$ cat src/design/xfp_pkg.sv
// Package for the receive fabric port and core clocking block.
// Assumes one clock domain; clock sources are modelled as tick strobes.
package xfp_pkg;

  // ==========================================================
  // Register map (AXI4-Lite byte addresses)
  // ==========================================================
  localparam logic [7:0] ADDR_CTRL     = 8'h00;  // Rate divider selects
  localparam logic [7:0] ADDR_STATUS   = 8'h04;  // Reconfiguration state
  localparam logic [7:0] ADDR_IRQ_STAT = 8'h08;  // Sticky events, read only
  localparam logic [7:0] ADDR_IRQ_CLR  = 8'h0C;  // Write one to clear
  localparam logic [7:0] ADDR_IRQ_EN   = 8'h10;  // Interrupt enables

  // Reset values
  localparam logic [31:0] CTRL_RST   = 32'h0000_0000;
  localparam logic [3:0]  IRQ_EN_RST = 4'h0;

  // AXI response codes
  localparam logic [1:0] RESP_OKAY   = 2'h0;
  localparam logic [1:0] RESP_SLVERR = 2'h2;

  // ==========================================================
  // Receive bus field positions, per 16-bit half
  // ==========================================================
  localparam int HALF_W    = 16;  // Upper word starts here
  localparam int F_DATA    = 0;   // 10-bit data
  localparam int F_SYNC    = 10;  // Alignment lock
  localparam int F_PATTERN = 12;  // Alignment pattern match
  localparam int F_DELETE  = 13;  // Rate-match deletion / pipe status lsb
  localparam int F_INSERT  = 14;  // Rate-match insertion / pipe status msb
  localparam int F_DISP    = 15;  // Running disparity

  // Status register fields
  localparam int S_BUSY  = 0;
  localparam int S_AVAL  = 1;
  localparam int S_ADDR  = 8;   // 6 bits
  localparam int S_MODE  = 16;  // 3 bits
  localparam int S_MASK  = 24;  // Updated channel mask

  // Interrupt bits
  localparam int IRQ_DONE   = 0;
  localparam int IRQ_DELETE = 1;
  localparam int IRQ_INSERT = 2;
  localparam int IRQ_UNLOCK = 3;

  // ==========================================================
  // Types
  // ==========================================================
  // One received word with its status
  typedef struct packed {
    logic [9:0] data;
    logic       sync;
    logic       pattern;
    logic       rmDelete;
    logic       rmInsert;
    logic [1:0] pipeStatus;
    logic       runDisp;
  } xfp_word_t;

  // Transmit FIFO write clock choice
  typedef enum logic {TX_SHARED, TX_OWN} xfp_txsrc_t;

  // Receive FIFO read clock choice
  typedef enum logic [1:0] {RX_SHARED_TX, RX_OWN_TX, RX_OWN_RX} xfp_rxsrc_t;

endpackage : xfp_pkg

$ cat src/design/xfp_fabric_port.sv
// Receive fabric port, core clock selection and channel reconfiguration
// status for a multi-channel transceiver block.
// Assumes mclk is the only clock; every parallel clock arrives as a
// one-cycle tick on mclk, and inputs are synchronous to mclk.
//
// Decided for this implementation: the placing of the registers and the AXI4-Lite register port.
`timescale 1ns/10ps

module xfp_fabric_port #(
  parameter int                 NCH       = 4,              // Channels
  parameter int                 CHW       = 2,              // Channel index width
  parameter logic [5:0]         ADDR_LAST = 6'h0F,          // Last reconfig address
  parameter xfp_pkg::xfp_txsrc_t TX_SRC   = xfp_pkg::TX_SHARED,
  parameter xfp_pkg::xfp_rxsrc_t RX_SRC   = xfp_pkg::RX_OWN_RX,
  parameter logic               TX_FABRIC = 1'b0,           // Fabric tx clock in use
  parameter logic               RX_FABRIC = 1'b0            // Fabric rx clock in use
) (
  // Clock and reset
  input  wire logic                      mclk,
  input  wire logic                      reset,
  // AXI4-Lite slave
  input  wire logic [7:0]                awaddr,
  input  wire logic                      awvalid,
  output logic                           awready,
  input  wire logic [31:0]               wdata,
  input  wire logic [3:0]                wstrb,
  input  wire logic                      wvalid,
  output logic                           wready,
  output logic [1:0]                     bresp,
  output logic                           bvalid,
  input  wire logic                      bready,
  input  wire logic [7:0]                araddr,
  input  wire logic                      arvalid,
  output logic                           arready,
  output logic [31:0]                    rdata,
  output logic [1:0]                     rresp,
  output logic                           rvalid,
  input  wire logic                      rready,
  // Receive words from the channels
  input  wire xfp_pkg::xfp_word_t [NCH-1:0] rxLower,
  input  wire xfp_pkg::xfp_word_t [NCH-1:0] rxUpper,
  input  wire logic [NCH-1:0]            rxWordValid,
  input  wire logic [NCH-1:0]            pipeMode,
  // Parallel clock ticks
  input  wire logic [NCH-1:0]            txClkTick,
  input  wire logic [NCH-1:0]            rxClkTick,
  input  wire logic [NCH-1:0]            fabricTxTick,
  input  wire logic [NCH-1:0]            fabricRxTick,
  // Fabric receive bus and FIFO clock strobes
  output logic [NCH-1:0][31:0]           rxBus,
  output logic [NCH-1:0]                 rxBusValid,
  output logic [NCH-1:0]                 txWriteTick,
  output logic [NCH-1:0]                 rxReadTick,
  // Reconfiguration controls
  input  wire logic                      reconfigStart,
  input  wire logic [CHW-1:0]            logicalChannel,
  input  wire logic                      addrRestart,
  input  wire logic                      reconfigReset,
  input  wire logic [2:0]                reconfigModeSel,
  input  wire logic                      writeAll,
  // Reconfiguration status
  output logic                           addrValid,
  output logic [5:0]                     addrOut,
  output logic                           channelDone,
  output logic                           busy,
  // Interrupt
  output logic                           irq
);

  // ==========================================================
  // Declarations
  // ==========================================================
  typedef enum {ST_IDLE, ST_RUN, ST_DONE} xfp_state_t;

  xfp_state_t      state_ff;        // Reconfiguration sequencer
  logic [2:0]      mode_ff;         // Latched mode select
  logic [NCH-1:0]  chanMask_ff;     // Channels being updated
  logic [NCH-1:0]  rxDiv2_ff;       // Divide-by-2 selects
  logic [NCH-1:0]  divPhase_ff;     // Divider phase per channel
  logic [NCH-1:0]  rxEffTick;       // Recovered tick after divider
  logic [NCH-1:0]  nxt_readTick;    // Selected receive read strobe
  logic [NCH-1:0]  nxt_writeTick;   // Selected transmit write strobe
  logic [NCH-1:0]  syncPrev_ff;     // Lock seen last word
  logic [3:0]      irqStat_ff;      // Sticky events
  logic [3:0]      irqEn_ff;        // Event enables
  logic [3:0]      evt;             // Events this cycle
  logic [7:0]      awAddr_ff;       // Held write address
  logic            awHeld_ff;       // Write address taken
  logic [31:0]     wData_ff;        // Held write data
  logic [3:0]      wStrb_ff;        // Held byte enables
  logic            wHeld_ff;        // Write data taken
  logic            doWrite;         // Both halves present
  logic [3:0]      clrMask;         // Write-one clear pattern
  logic [31:0]     nxt_rdata;       // Read mux
  logic            rdHit;           // Read address mapped

  // Pack one word into its 16-bit half of the bus
  function automatic logic [15:0] packHalf(input xfp_pkg::xfp_word_t w,
                                           input logic pipe);
    logic [15:0] h;
    h = 16'h0000;
    h[xfp_pkg::F_DATA +: 10] = w.data;
    h[xfp_pkg::F_SYNC]       = w.sync;
    h[xfp_pkg::F_PATTERN]    = w.pattern;
    if (pipe) begin
      // PIPE modes carry status in place of rate-match flags
      h[xfp_pkg::F_DELETE] = w.pipeStatus[0];
      h[xfp_pkg::F_INSERT] = w.pipeStatus[1];
    end else begin
      h[xfp_pkg::F_DELETE] = w.rmDelete;
      h[xfp_pkg::F_INSERT] = w.rmInsert;
    end
    h[xfp_pkg::F_DISP]       = w.runDisp;
    return h;
  endfunction : packHalf

  // ==========================================================
  // Rate divider and core clock selection
  // ==========================================================
  // Divider phase toggles on each recovered tick
  always_ff @(posedge mclk or posedge reset) begin
    if (reset) begin
      divPhase_ff <= '0;
    end else begin
      divPhase_ff <= divPhase_ff ^ rxClkTick;
    end
  end

  // Per-channel source selection, fixed by parameters
  genvar gi;
  generate
    for (gi = 0; gi < NCH; gi++) begin : g_clk
      // Divided recovered tick; transmit ticks never pass through here
      assign rxEffTick[gi] = rxClkTick[gi] & (~rxDiv2_ff[gi] | divPhase_ff[gi]);

      // Transmit FIFO write clock
      always_comb begin
        if (TX_FABRIC) begin
          nxt_writeTick[gi] = fabricTxTick[gi];
        end else if (TX_SRC == xfp_pkg::TX_SHARED) begin
          nxt_writeTick[gi] = txClkTick[0];
        end else begin
          nxt_writeTick[gi] = txClkTick[gi];
        end
      end

      // Receive FIFO read clock
      always_comb begin
        if (RX_FABRIC) begin
          nxt_readTick[gi] = fabricRxTick[gi];
        end else begin
          case (RX_SRC)
            xfp_pkg::RX_SHARED_TX: nxt_readTick[gi] = txClkTick[0];
            xfp_pkg::RX_OWN_TX:    nxt_readTick[gi] = txClkTick[gi];
            xfp_pkg::RX_OWN_RX:    nxt_readTick[gi] = rxEffTick[gi];
            default:               nxt_readTick[gi] = rxEffTick[gi];
          endcase
        end
      end
    end
  endgenerate

  // Registered strobes; build-time choice means no glitch on change
  always_ff @(posedge mclk or posedge reset) begin
    if (reset) begin
      txWriteTick <= '0;
      rxReadTick  <= '0;
    end else begin
      txWriteTick <= nxt_writeTick;
      rxReadTick  <= nxt_readTick;
    end
  end

  // ==========================================================
  // Receive bus
  // ==========================================================
  // Bus loads on the read strobe of its channel
  always_ff @(posedge mclk or posedge reset) begin
    if (reset) begin
      rxBus       <= '0;
      rxBusValid  <= '0;
      syncPrev_ff <= '0;
    end else begin
      for (int c = 0; c < NCH; c++) begin
        rxBusValid[c] <= nxt_readTick[c] & rxWordValid[c];
        if (nxt_readTick[c] && rxWordValid[c]) begin
          rxBus[c][15:0]  <= packHalf(rxLower[c], pipeMode[c]);
          rxBus[c][31:16] <= packHalf(rxUpper[c], pipeMode[c]);
          syncPrev_ff[c]  <= rxLower[c].sync & rxUpper[c].sync;
        end
      end
    end
  end

  // ==========================================================
  // Reconfiguration sequencer
  // ==========================================================
  // Walks the address range while busy, then reports completion
  always_ff @(posedge mclk or posedge reset) begin
    if (reset) begin
      state_ff    <= ST_IDLE;
      addrOut     <= 6'h00;
      addrValid   <= 1'b0;
      busy        <= 1'b0;
      channelDone <= 1'b0;
      mode_ff     <= 3'h0;
      chanMask_ff <= '0;
    end else if (reconfigReset) begin
      // Controller reset abandons any sequence
      state_ff    <= ST_IDLE;
      addrOut     <= 6'h00;
      addrValid   <= 1'b0;
      busy        <= 1'b0;
      channelDone <= 1'b0;
    end else begin
      channelDone <= 1'b0;
      case (state_ff)
        ST_IDLE: begin
          if (reconfigStart) begin
            // Latch mode and target channels
            state_ff  <= ST_RUN;
            mode_ff   <= reconfigModeSel;
            chanMask_ff <= writeAll ? '1 :
                           (NCH)'(1) << logicalChannel;
            addrOut   <= 6'h00;
            addrValid <= 1'b1;
            busy      <= 1'b1;
          end
        end
        ST_RUN: begin
          if (addrRestart) begin
            addrOut <= 6'h00;
          end else if (addrOut == ADDR_LAST) begin
            state_ff  <= ST_DONE;
            addrValid <= 1'b0;
          end else begin
            addrOut <= addrOut + 6'h01;
          end
        end
        ST_DONE: begin
          // One-cycle completion pulse
          state_ff    <= ST_IDLE;
          busy        <= 1'b0;
          channelDone <= 1'b1;
        end
        default: begin
          state_ff <= ST_IDLE;
        end
      endcase
    end
  end

  // ==========================================================
  // Interrupts
  // ==========================================================
  // Events from the sequencer and the receive bus
  always_comb begin
    evt = 4'h0;
    evt[xfp_pkg::IRQ_DONE] = (state_ff == ST_DONE) & ~reconfigReset;
    for (int c = 0; c < NCH; c++) begin
      if (nxt_readTick[c] && rxWordValid[c]) begin
        if (!pipeMode[c]) begin
          evt[xfp_pkg::IRQ_DELETE] |= rxLower[c].rmDelete | rxUpper[c].rmDelete;
          evt[xfp_pkg::IRQ_INSERT] |= rxLower[c].rmInsert | rxUpper[c].rmInsert;
        end
        evt[xfp_pkg::IRQ_UNLOCK] |= syncPrev_ff[c] &
                                    ~(rxLower[c].sync & rxUpper[c].sync);
      end
    end
  end

  // Clear pattern from a write to the clear register
  assign clrMask = (doWrite && awAddr_ff == xfp_pkg::ADDR_IRQ_CLR && wStrb_ff[0]) ?
                   wData_ff[3:0] : 4'h0;

  // Sticky status; a new event wins over a clear
  always_ff @(posedge mclk or posedge reset) begin
    if (reset) begin
      irqStat_ff <= 4'h0;
      irq        <= 1'b0;
    end else begin
      irqStat_ff <= (irqStat_ff & ~clrMask) | evt;
      irq        <= |(((irqStat_ff & ~clrMask) | evt) & irqEn_ff);
    end
  end

  // ==========================================================
  // AXI4-Lite write channel
  // ==========================================================
  assign doWrite = awHeld_ff & wHeld_ff & ~bvalid;

  // Address and data taken in either order, answered after both
  always_ff @(posedge mclk or posedge reset) begin
    if (reset) begin
      awHeld_ff <= 1'b0;
      wHeld_ff  <= 1'b0;
      awAddr_ff <= 8'h00;
      wData_ff  <= 32'h0000_0000;
      wStrb_ff  <= 4'h0;
      awready   <= 1'b1;
      wready    <= 1'b1;
      bvalid    <= 1'b0;
      bresp     <= xfp_pkg::RESP_OKAY;
    end else begin
      if (awvalid && awready) begin
        awHeld_ff <= 1'b1;
        awAddr_ff <= awaddr;
        awready   <= 1'b0;
      end
      if (wvalid && wready) begin
        wHeld_ff <= 1'b1;
        wData_ff <= wdata;
        wStrb_ff <= wstrb;
        wready   <= 1'b0;
      end
      if (doWrite) begin
        bvalid <= 1'b1;
        case (awAddr_ff)
          xfp_pkg::ADDR_CTRL, xfp_pkg::ADDR_IRQ_CLR,
          xfp_pkg::ADDR_IRQ_EN: bresp <= xfp_pkg::RESP_OKAY;
          default:              bresp <= xfp_pkg::RESP_SLVERR;
        endcase
      end
      if (bvalid && bready) begin
        // Response accepted, reopen both channels
        bvalid    <= 1'b0;
        awHeld_ff <= 1'b0;
        wHeld_ff  <= 1'b0;
        awready   <= 1'b1;
        wready    <= 1'b1;
      end
    end
  end

  // Software-written registers
  always_ff @(posedge mclk or posedge reset) begin
    if (reset) begin
      rxDiv2_ff <= xfp_pkg::CTRL_RST[NCH-1:0];
      irqEn_ff  <= xfp_pkg::IRQ_EN_RST;
    end else if (doWrite && wStrb_ff[0]) begin
      if (awAddr_ff == xfp_pkg::ADDR_CTRL) begin
        rxDiv2_ff <= wData_ff[NCH-1:0];
      end
      if (awAddr_ff == xfp_pkg::ADDR_IRQ_EN) begin
        irqEn_ff <= wData_ff[3:0];
      end
    end
  end

  // ==========================================================
  // AXI4-Lite read channel
  // ==========================================================
  // Read mux; unmapped addresses answer zero with an error
  always_comb begin
    nxt_rdata = 32'h0000_0000;
    rdHit     = 1'b1;
    case (araddr)
      xfp_pkg::ADDR_CTRL: nxt_rdata[NCH-1:0] = rxDiv2_ff;
      xfp_pkg::ADDR_STATUS: begin
        nxt_rdata[xfp_pkg::S_BUSY]       = busy;
        nxt_rdata[xfp_pkg::S_AVAL]       = addrValid;
        nxt_rdata[xfp_pkg::S_ADDR +: 6]  = addrOut;
        nxt_rdata[xfp_pkg::S_MODE +: 3]  = mode_ff;
        nxt_rdata[xfp_pkg::S_MASK +: NCH] = chanMask_ff;
      end
      xfp_pkg::ADDR_IRQ_STAT: nxt_rdata[3:0] = irqStat_ff;
      xfp_pkg::ADDR_IRQ_CLR:  nxt_rdata = 32'h0000_0000;
      xfp_pkg::ADDR_IRQ_EN:   nxt_rdata[3:0] = irqEn_ff;
      default:                rdHit = 1'b0;
    endcase
  end

  // One read at a time, answered the cycle after the address
  always_ff @(posedge mclk or posedge reset) begin
    if (reset) begin
      arready <= 1'b1;
      rvalid  <= 1'b0;
      rdata   <= 32'h0000_0000;
      rresp   <= xfp_pkg::RESP_OKAY;
    end else begin
      if (arvalid && arready) begin
        arready <= 1'b0;
        rvalid  <= 1'b1;
        rdata   <= nxt_rdata;
        rresp   <= rdHit ? xfp_pkg::RESP_OKAY : xfp_pkg::RESP_SLVERR;
      end else if (rvalid && rready) begin
        rvalid  <= 1'b0;
        arready <= 1'b1;
      end
    end
  end

endmodule : xfp_fabric_port

$ cat config.mk
export PLATFORM = sky130hd
export DESIGN_NAME = xfp_fabric_port
export DESIGN_NICKNAME = d
export VERILOG_FILES = /design/src/design/xfp_pkg.sv /design/src/design/xfp_fabric_port.sv
export SDC_FILE = /design/constraint.sdc
export NUM_CORES = 1
export LEC_CHECK = 0
export BUFFER_PORTS_ARGS = -buffer_cell sky130_fd_sc_hd__buf_4
export CAP_MARGIN = 20
export CORE_ASPECT_RATIO = 1.4
export CORE_UTILIZATION = 30
export DETAILED_ROUTE_END_ITERATION = 8
export GPL_TIMING_DRIVEN = 0
export SYNTH_ARGS = -nofsm -noshare
export SYNTH_HDL_FRONTEND = slang
export SYNTH_SLANG_ARGS = --single-unit
$ cat constraint.sdc
create_clock -name mclk -period 8.8 [get_ports mclk]
set_clock_uncertainty 0.2 [all_clocks]
set_input_delay 0.44 -clock mclk [delete_from_list [all_inputs] [get_ports mclk]]
set_output_delay 0.44 -clock mclk [all_outputs]
set_load 0.01 [all_outputs]
## Yosys cells after proc, flatten, opt, wreduce, memory -nomap -nowiden

Index checks and enable logic that the tools add are counted.

- Bitwise logic cells: 55
- Equality and inequality tests: 14
- Reduce and logical (&&, ||, !) cells: 31
- Mux-type cells: 59
- $mul: 0
- Div/mod/pow operators: 0
- Shift-type cells: 1
- Order comparisons: 0
- Add/sub/neg operators: 1

Operator list:

| kind | count |
|---|---|
| 2-to-1 mux 32 bit | 4 |
| one-hot mux 32 bit (2 select lines) | 1 |
| == test 32 x 1 -> 1 bit, second input constant | 1 |
| == test 32 x 2 -> 1 bit, second input constant | 1 |
| == test 32 x 3 -> 1 bit, second input constant | 1 |
| logical NOT 32 bit | 1 |
| 2-to-1 mux 6 bit | 5 |
| 2-to-1 mux 2 bit | 14 |
| == test 8 x 4 -> 1 bit, second input constant | 3 |
| 2-to-1 mux 1 bit | 22 |
| bitwise OR 1 bit | 21 |
| AND 1 bit | 19 |
| == test 8 x 5 -> 1 bit, second input constant | 2 |
| logical NOT 8 bit | 2 |
| 2-to-1 mux 3 bit | 5 |
| logical AND 1 bit | 12 |
| 2-to-1 mux 4 bit | 3 |
| one-hot mux 6 bit (2 select lines) | 1 |
| inverter 1 bit | 10 |
| != test 3 bit, second input constant | 3 |
| AND reduction 3 bit | 3 |
| AND 4 bit | 2 |
| == test 8 x 3 -> 1 bit, second input constant | 1 |
| one-hot mux 2 bit (4 select lines) | 1 |
| 16 further kinds | 23 |

- Bits in latches: 0
- Output and inout bits: 191
- ROM bits: 0
- Bits of input ports: 228
- Word-level logic and storage cells: 197
- Memory bits (writable): 0
- Bits in registers: 239
- Memories kept: 0

## Depth between registers and ports, before layout

- Word-level depth: 17
- Gate-level depth with buffers: 6
- Mapped depth without buffers: 6

## Least setup slack after synthesis

No wires, ideal clock.

- Path type: register -> register
- Start point: register bvalid
- End point: register irq
- Buffers on the path: 0
- Setup time: 0.139 ns
- Arrival: 1.764 ns
- Slack: 6.697 ns
- Clock period less this slack: 2.103 ns
- Cell stages (with the launch flop): 6
- Data required time: 8.461 ns
- Path through: dfrtp_1 nand3b_4 nand4bb_4 o31ai_2 a41oi_1 or4_1

- Longest elaborated chain between the ends: 10

RTL lines:

| item | RTL line | RTL |
|---|---|---|
| start, declared | xfp_fabric_port.sv:30 | `output logic bvalid,` |
| start signal, assigned | xfp_fabric_port.sv:302 | `bvalid <= 1'b0;` |
| start signal, assigned | xfp_fabric_port.sv:317 | `bvalid <= 1'b1;` |
| start signal, assigned | xfp_fabric_port.sv:326 | `bvalid <= 1'b0;` |
| inverter 1 bit | xfp_fabric_port.sv:290 | `assign doWrite = awHeld_ff & wHeld_ff & ~bvalid;` |
| AND 1 bit | xfp_fabric_port.sv:290 |  |
| logical AND 1 bit (2 in a row) | xfp_fabric_port.sv:273 | `assign clrMask = (doWrite && awAddr_ff == xfp_pkg::ADDR_IRQ_CLR && wStrb_ff[0]) ?` |
| 2-to-1 mux 4 bit | xfp_fabric_port.sv:273 |  |
| inverter 4 bit | xfp_fabric_port.sv:283 | `irq <= \|(((irqStat_ff & ~clrMask) \| evt) & irqEn_ff);` |
| AND 4 bit | xfp_fabric_port.sv:283 |  |
| bitwise OR 4 bit | xfp_fabric_port.sv:283 |  |
| AND 4 bit | xfp_fabric_port.sv:283 |  |
| OR reduction 4 bit | xfp_fabric_port.sv:283 |  |
| end signal, assigned | xfp_fabric_port.sv:283 |  |
| end, declared | xfp_fabric_port.sv:67 | `output logic irq` |

No other way between the ends.
A chain may end at the register's enable or synchronous reset.

## Final worst setup path

- Start point: input port rxClkTick[0]
- End point: register irq

- Longest elaborated chain between the ends: 15
- Elaborated cells between the ends (all ways): 21

RTL lines:

| item | RTL line | RTL |
|---|---|---|
| start, declared | xfp_fabric_port.sv:46 | `input wire logic [NCH-1:0] rxClkTick,` |
| AND 1 bit * | xfp_fabric_port.sv:134 | `assign rxEffTick[gi] = rxClkTick[gi] & (~rxDiv2_ff[gi] \| divPhase_ff[gi]);` |
| logical AND 1 bit * | xfp_fabric_port.sv:261 | `if (nxt_readTick[c] && rxWordValid[c]) begin` |
| 2-to-1 mux 3 bit * | xfp_fabric_port.sv:261 |  |
| bitwise OR 1 bit (on tied branches) | xfp_fabric_port.sv:263, xfp_fabric_port.sv:264 |  |
| 2-to-1 mux 2 bit | xfp_fabric_port.sv:262 | `if (!pipeMode[c]) begin` |
| 2-to-1 mux 3 bit * | xfp_fabric_port.sv:261 |  |
| bitwise OR 1 bit (on tied branches) | xfp_fabric_port.sv:263, xfp_fabric_port.sv:264 |  |
| 2-to-1 mux 2 bit | xfp_fabric_port.sv:262 |  |
| 2-to-1 mux 3 bit * | xfp_fabric_port.sv:261 |  |
| bitwise OR 1 bit (on tied branches) | xfp_fabric_port.sv:263, xfp_fabric_port.sv:264 |  |
| 2-to-1 mux 2 bit | xfp_fabric_port.sv:262 |  |
| 2-to-1 mux 3 bit * | xfp_fabric_port.sv:261 |  |
| bitwise OR 4 bit * | xfp_fabric_port.sv:283 |  |
| AND 4 bit * | xfp_fabric_port.sv:283 |  |
| OR reduction 4 bit * | xfp_fabric_port.sv:283 |  |

Every way passes the cells marked *; elsewhere a longest branch is shown, timed or not.

==> results.py <==
metrics = {
    "layout": {
        "fin_cells": 1556,
        "nets": 1398,
        "drive_above_1_share_pct": 47.81,
        "syn_to_final_growth_pct": 62.78,
        "antenna_cells": 0,
        "multiInputGateArea_sq_um": 3038,
        "nFillCells": 2494,
        "seq_area_sq_um": 5184,
    },
    "clocking": {
        "htreeDepth": 1,
        "cts_repair_resize_count": 0,
        "cts-root-buf": "clkbuf_16",
        "post_cts_buffers": 0,
        "clk_latency_ns": 0.51,
        "cts_buffers": 23,
        "clkTransAtPathRegs_ns": 0.06,
        "cts_tree": "yes",
        "clkSinkCount": 207,
        "cts_buffer_depth": 3,
        "ctsHoldBuffers": 134,
    },
    "timing": {
        "clock.fmax_mhz": 378.5,
        "worstMarginPinSlew_ns": 0.8884,
        "rsz0062_at_grt": "no",
        "hold_ws_ns": 0.03484,
        "setup_viol": 0,
        "hold_violations": 0,
        "slew_headroom_pct": 40.55,
        "fin_crit_ns": 2.642,
        "fin_crit_sh_pct": 30.02,
        "postLayoutSetupSlackWorst_ns": 6.158,
        "finalMaxSlewViolations": 0,
    },
    "placement": {
        "dpl.cell_count": 1380,
        "dp_hpwl_microns": 17970,
        "post-place-ws_ns": 6.178,
        "place_congestion": 0.7959,
        "numPortBuffers": 345,
    },
    "yosys": {
        "synth_top_area_share_pct": 60.04,
        "synthesis.area_sq_um": 8502,
        "synth_top_cell_by_area": "dfrtp_1",
        "synth-seq-cells": 207,
        "synth_area_leaders": "dfrtp_1 (60%), mux2_2 (17%), mux2i_1 (2.6%)",
        "ys_warn_count": 0,
        "synth_edf_count": 0,
        "syn_area_per_cell_sq_um": 13.28,
        "synth.distinct_cells": 50,
        "ys.flop_type": "dfrtp_1",
        "netlist_instances": 640,
        "synth.yosys.seq_area_share_pct": 60.97,
        "ys_async_sr_fraction_pct": 100.0,
    },
    "job": {
        "cap_violations": 0,
    },
    "power": {
        "leakage_nw": 6.570,
        "power_mw": 2.854,
        "p_clk_share_pct": 35.8,
        "switchingPower_mw": 0.7514,
        "powerDensity_nw_per_um2": 206.2,
        "switching_share_pct": 26.33,
        "pwr-share-seq_pct": 42.6,
        "p_comb_share_pct": 21.6,
        "p_int_mw": 2.103,
        "peakVddDrop_mv": 0.1495,
    },
    "setup_path": {
        "cpPeakStageDelay_ns": 0.57,
        "cp_top_family": "simple AND/OR/NAND/NOR gates",
        "crit_arrival_ns": 2.81,
        "crit_fanout": 9,
        "crit_chain": "dlygate4sd3_1 > buf_4 > nand2_1 > nor2_1 > a32oi_1 > a41oi_1 > or4_1",
        "crit_type": "input pin to flop",
        "worst-path-buf-inv": 2,
        "setup.worst_path.start_class": "input pin",
        "worst_setup_path_end_kind": "flop",
        "crit_slowest_cell": "or4_1",
        "cp.required_ns": 8.97,
    },
    "route": {
        "vias": 6904,
        "ant_nets": 0,
        "wl_per_cell_microns": 16.07,
        "remaining_drc_errors": 0,
        "first_pass_iters": 4,
        "via_per_inst": 4.437,
        "first_iter_violations": 208,
        "wirelength_microns": 25010,
    },
    "global_route": {
        "grt_pass1_vias": 7437,
        "gr-total-overflow": 0,
        "use_met2_pct": 32.75,
        "grt_antenna_before_repair": 0,
        "gr-max-usage-layer": "met2",
        "grt_usage_pct": 17.17,
        "grt_max_degree": 123,
        "grt_pass1_wl_microns": 39020,
        "met1_usage_pct": 18.59,
        "grt_util_met3_pct": 3.070,
    },
    "floorplanning": {
        "floorplan.io_pins": 419,
        "die_width_microns": 144.3,
        "die-area_sq_um": 29030,
        "fp.dieH_microns": 201.2,
        "start_util_pct": 30.64,
        "coreArea_sq_um": 27750,
        "fp-row-count": 72,
    },
    "hold_path": {
        "hp-class": "input pin to flop",
    },
    "outcome": {
        "outcome": "finished, final reports clean",
    },
}
==> registers in the layout, indices dropped and copies added, names as in the netlist, 6 cells and up <==
name and count:
awAddr_ff 8, addrOut 6, rxBus 120, rdata 17
==> power by group through the flow <==
| stage | Sequential [mW] | Combinational [mW] | Clock (mW) |
|---|---|---|---|
| 4_1_cts | 1.22 | 0.625 | 1.06 |
| 2_1_floorplan | 1.26 | 0.240 | 0 |
| 5_1_grt | 1.24 | 0.671 | 1.09 |
| 3_5_place_dp | 1.23 | 0.572 | 0 |
| 3_3_place_gp | 1.23 | 0.562 | 0 |
| 6_report | 1.22 | 0.618 | 1.02 |
==> synthesized netlist by cell type (2+ instances only) <==
master and instances:
a21boi_0 2, a21oi_1 36, a22o_1 17, and2b_1 2, buf_1 3, buf_2 11
buf_4 28, clkbuf_1 9, dfrtp_1 204, dfstp_2 3, inv_1 16, mux2_2 127
mux2i_1 22, nand2_1 23, nand2b_1 2, nand3_1 5, nor2_1 40, nor2b_1 12
nor3_1 4, nor3_2 2, nor4_1 11, o21ai_0 15, o21ai_1 5, o21bai_1 2
o31ai_1 8, or2_2 2, or3_1 2, or4_1 2, xor2_1 4
==> routing by layer <==
metal  share of wire [%]  vias to the layer above
met5                   0                        -
li1                    -                     3275
met1                  37                     3342
met3                 5.9                       43
met4                 2.9                        0
met2                  55                      244
==> cells by family (layout without fill, tap and decap cells) <==
group                    Yosys count  count (layout)  share of synthesized area, %
adder cells (fa/ha/maj)            1               1                        0.1471
buffers and inverters             67             589                         4.356
AND/OR/NAND/NOR                  116             116                         7.299
XOR/XNOR                           5               5                        0.5151
flip-flops                       207             207                         60.97
other                              1              25                       0.04411
multiplexers                     149             149                         19.41
AO/OA/AOI/OAI                     94              94                         7.255
==> worst paths after layout <==
kind,from,to,slack (ns),cells past startpoint
setup / recovery,rxClkTick[0],irq$_DFF_PP0_,6.16,7
hold / removal,rxUpper[53],rxBus[126]$_DFFE_PP0P_,0.03,3
setup reg to reg,divPhase_ff[0]$_DFF_PP0_,irq$_DFF_PP0_,6.25,5
hold reg to reg,divPhase_ff[3]$_DFF_PP0_,divPhase_ff[3]$_DFF_PP0_,0.26,1
max in group asynchronous,reset,rxBus[119]$_DFFE_PP0P_,6.97,4
min in group asynchronous,reset,rxBus[9]$_DFFE_PP0P_,0.35,3
==> cell usage in the layout, fill, tap and decap left out, types with 3 or more instances in the layout <==
cell and instances:
xor2_1 4, nand2_1 23, inv_1 15, nor4_1 11
mux2_2 127, clkinvlp_4 3, buf_1 3, dfstp_2 3
o21ai_1 5, bufinv_16 3, nor3_1 4, dlygate4sd3_1 134
conb_1 25, mux2i_1 22, a21oi_1 36, a22o_1 17
clkbuf_1 12, buf_4 373, o21ai_0 15, nor2b_1 12
dfrtp_1 204, nand3_1 5, clkbuf_8 7, buf_2 11
o31ai_1 8, clkbuf_16 23, nor2_1 40
==> final cells by class <==
class                      count  share of cell area [%]
clock inverter                 9                  0.9764
sequential                   207                   37.46
inverter                      16                  0.4882
timing repair buffer         480                   28.61
tap                          370                   3.345
clock buffer                  33                   4.936
buffer                        51                   2.242
multi-input combinational    390                   21.95
==> through the flow <==
stage               setup TNS, ns  area, sq um  utilization [%]
finish                          0        13840            49.88
global route                    0        13840            49.88
CTS                             0        13840            49.88
detailed placement              0        11680            42.10
global placement           -43.28        11640            41.97
floorplan                       0         8592                -
==> tightest hold or removal path, delay by kind of cell <==
family	cells	cell delay, ns
buf+inv	1	0.07
mux	1	0.05
compound gates	1	0.13
Note: power is estimated with default switching activity, not from simulation.
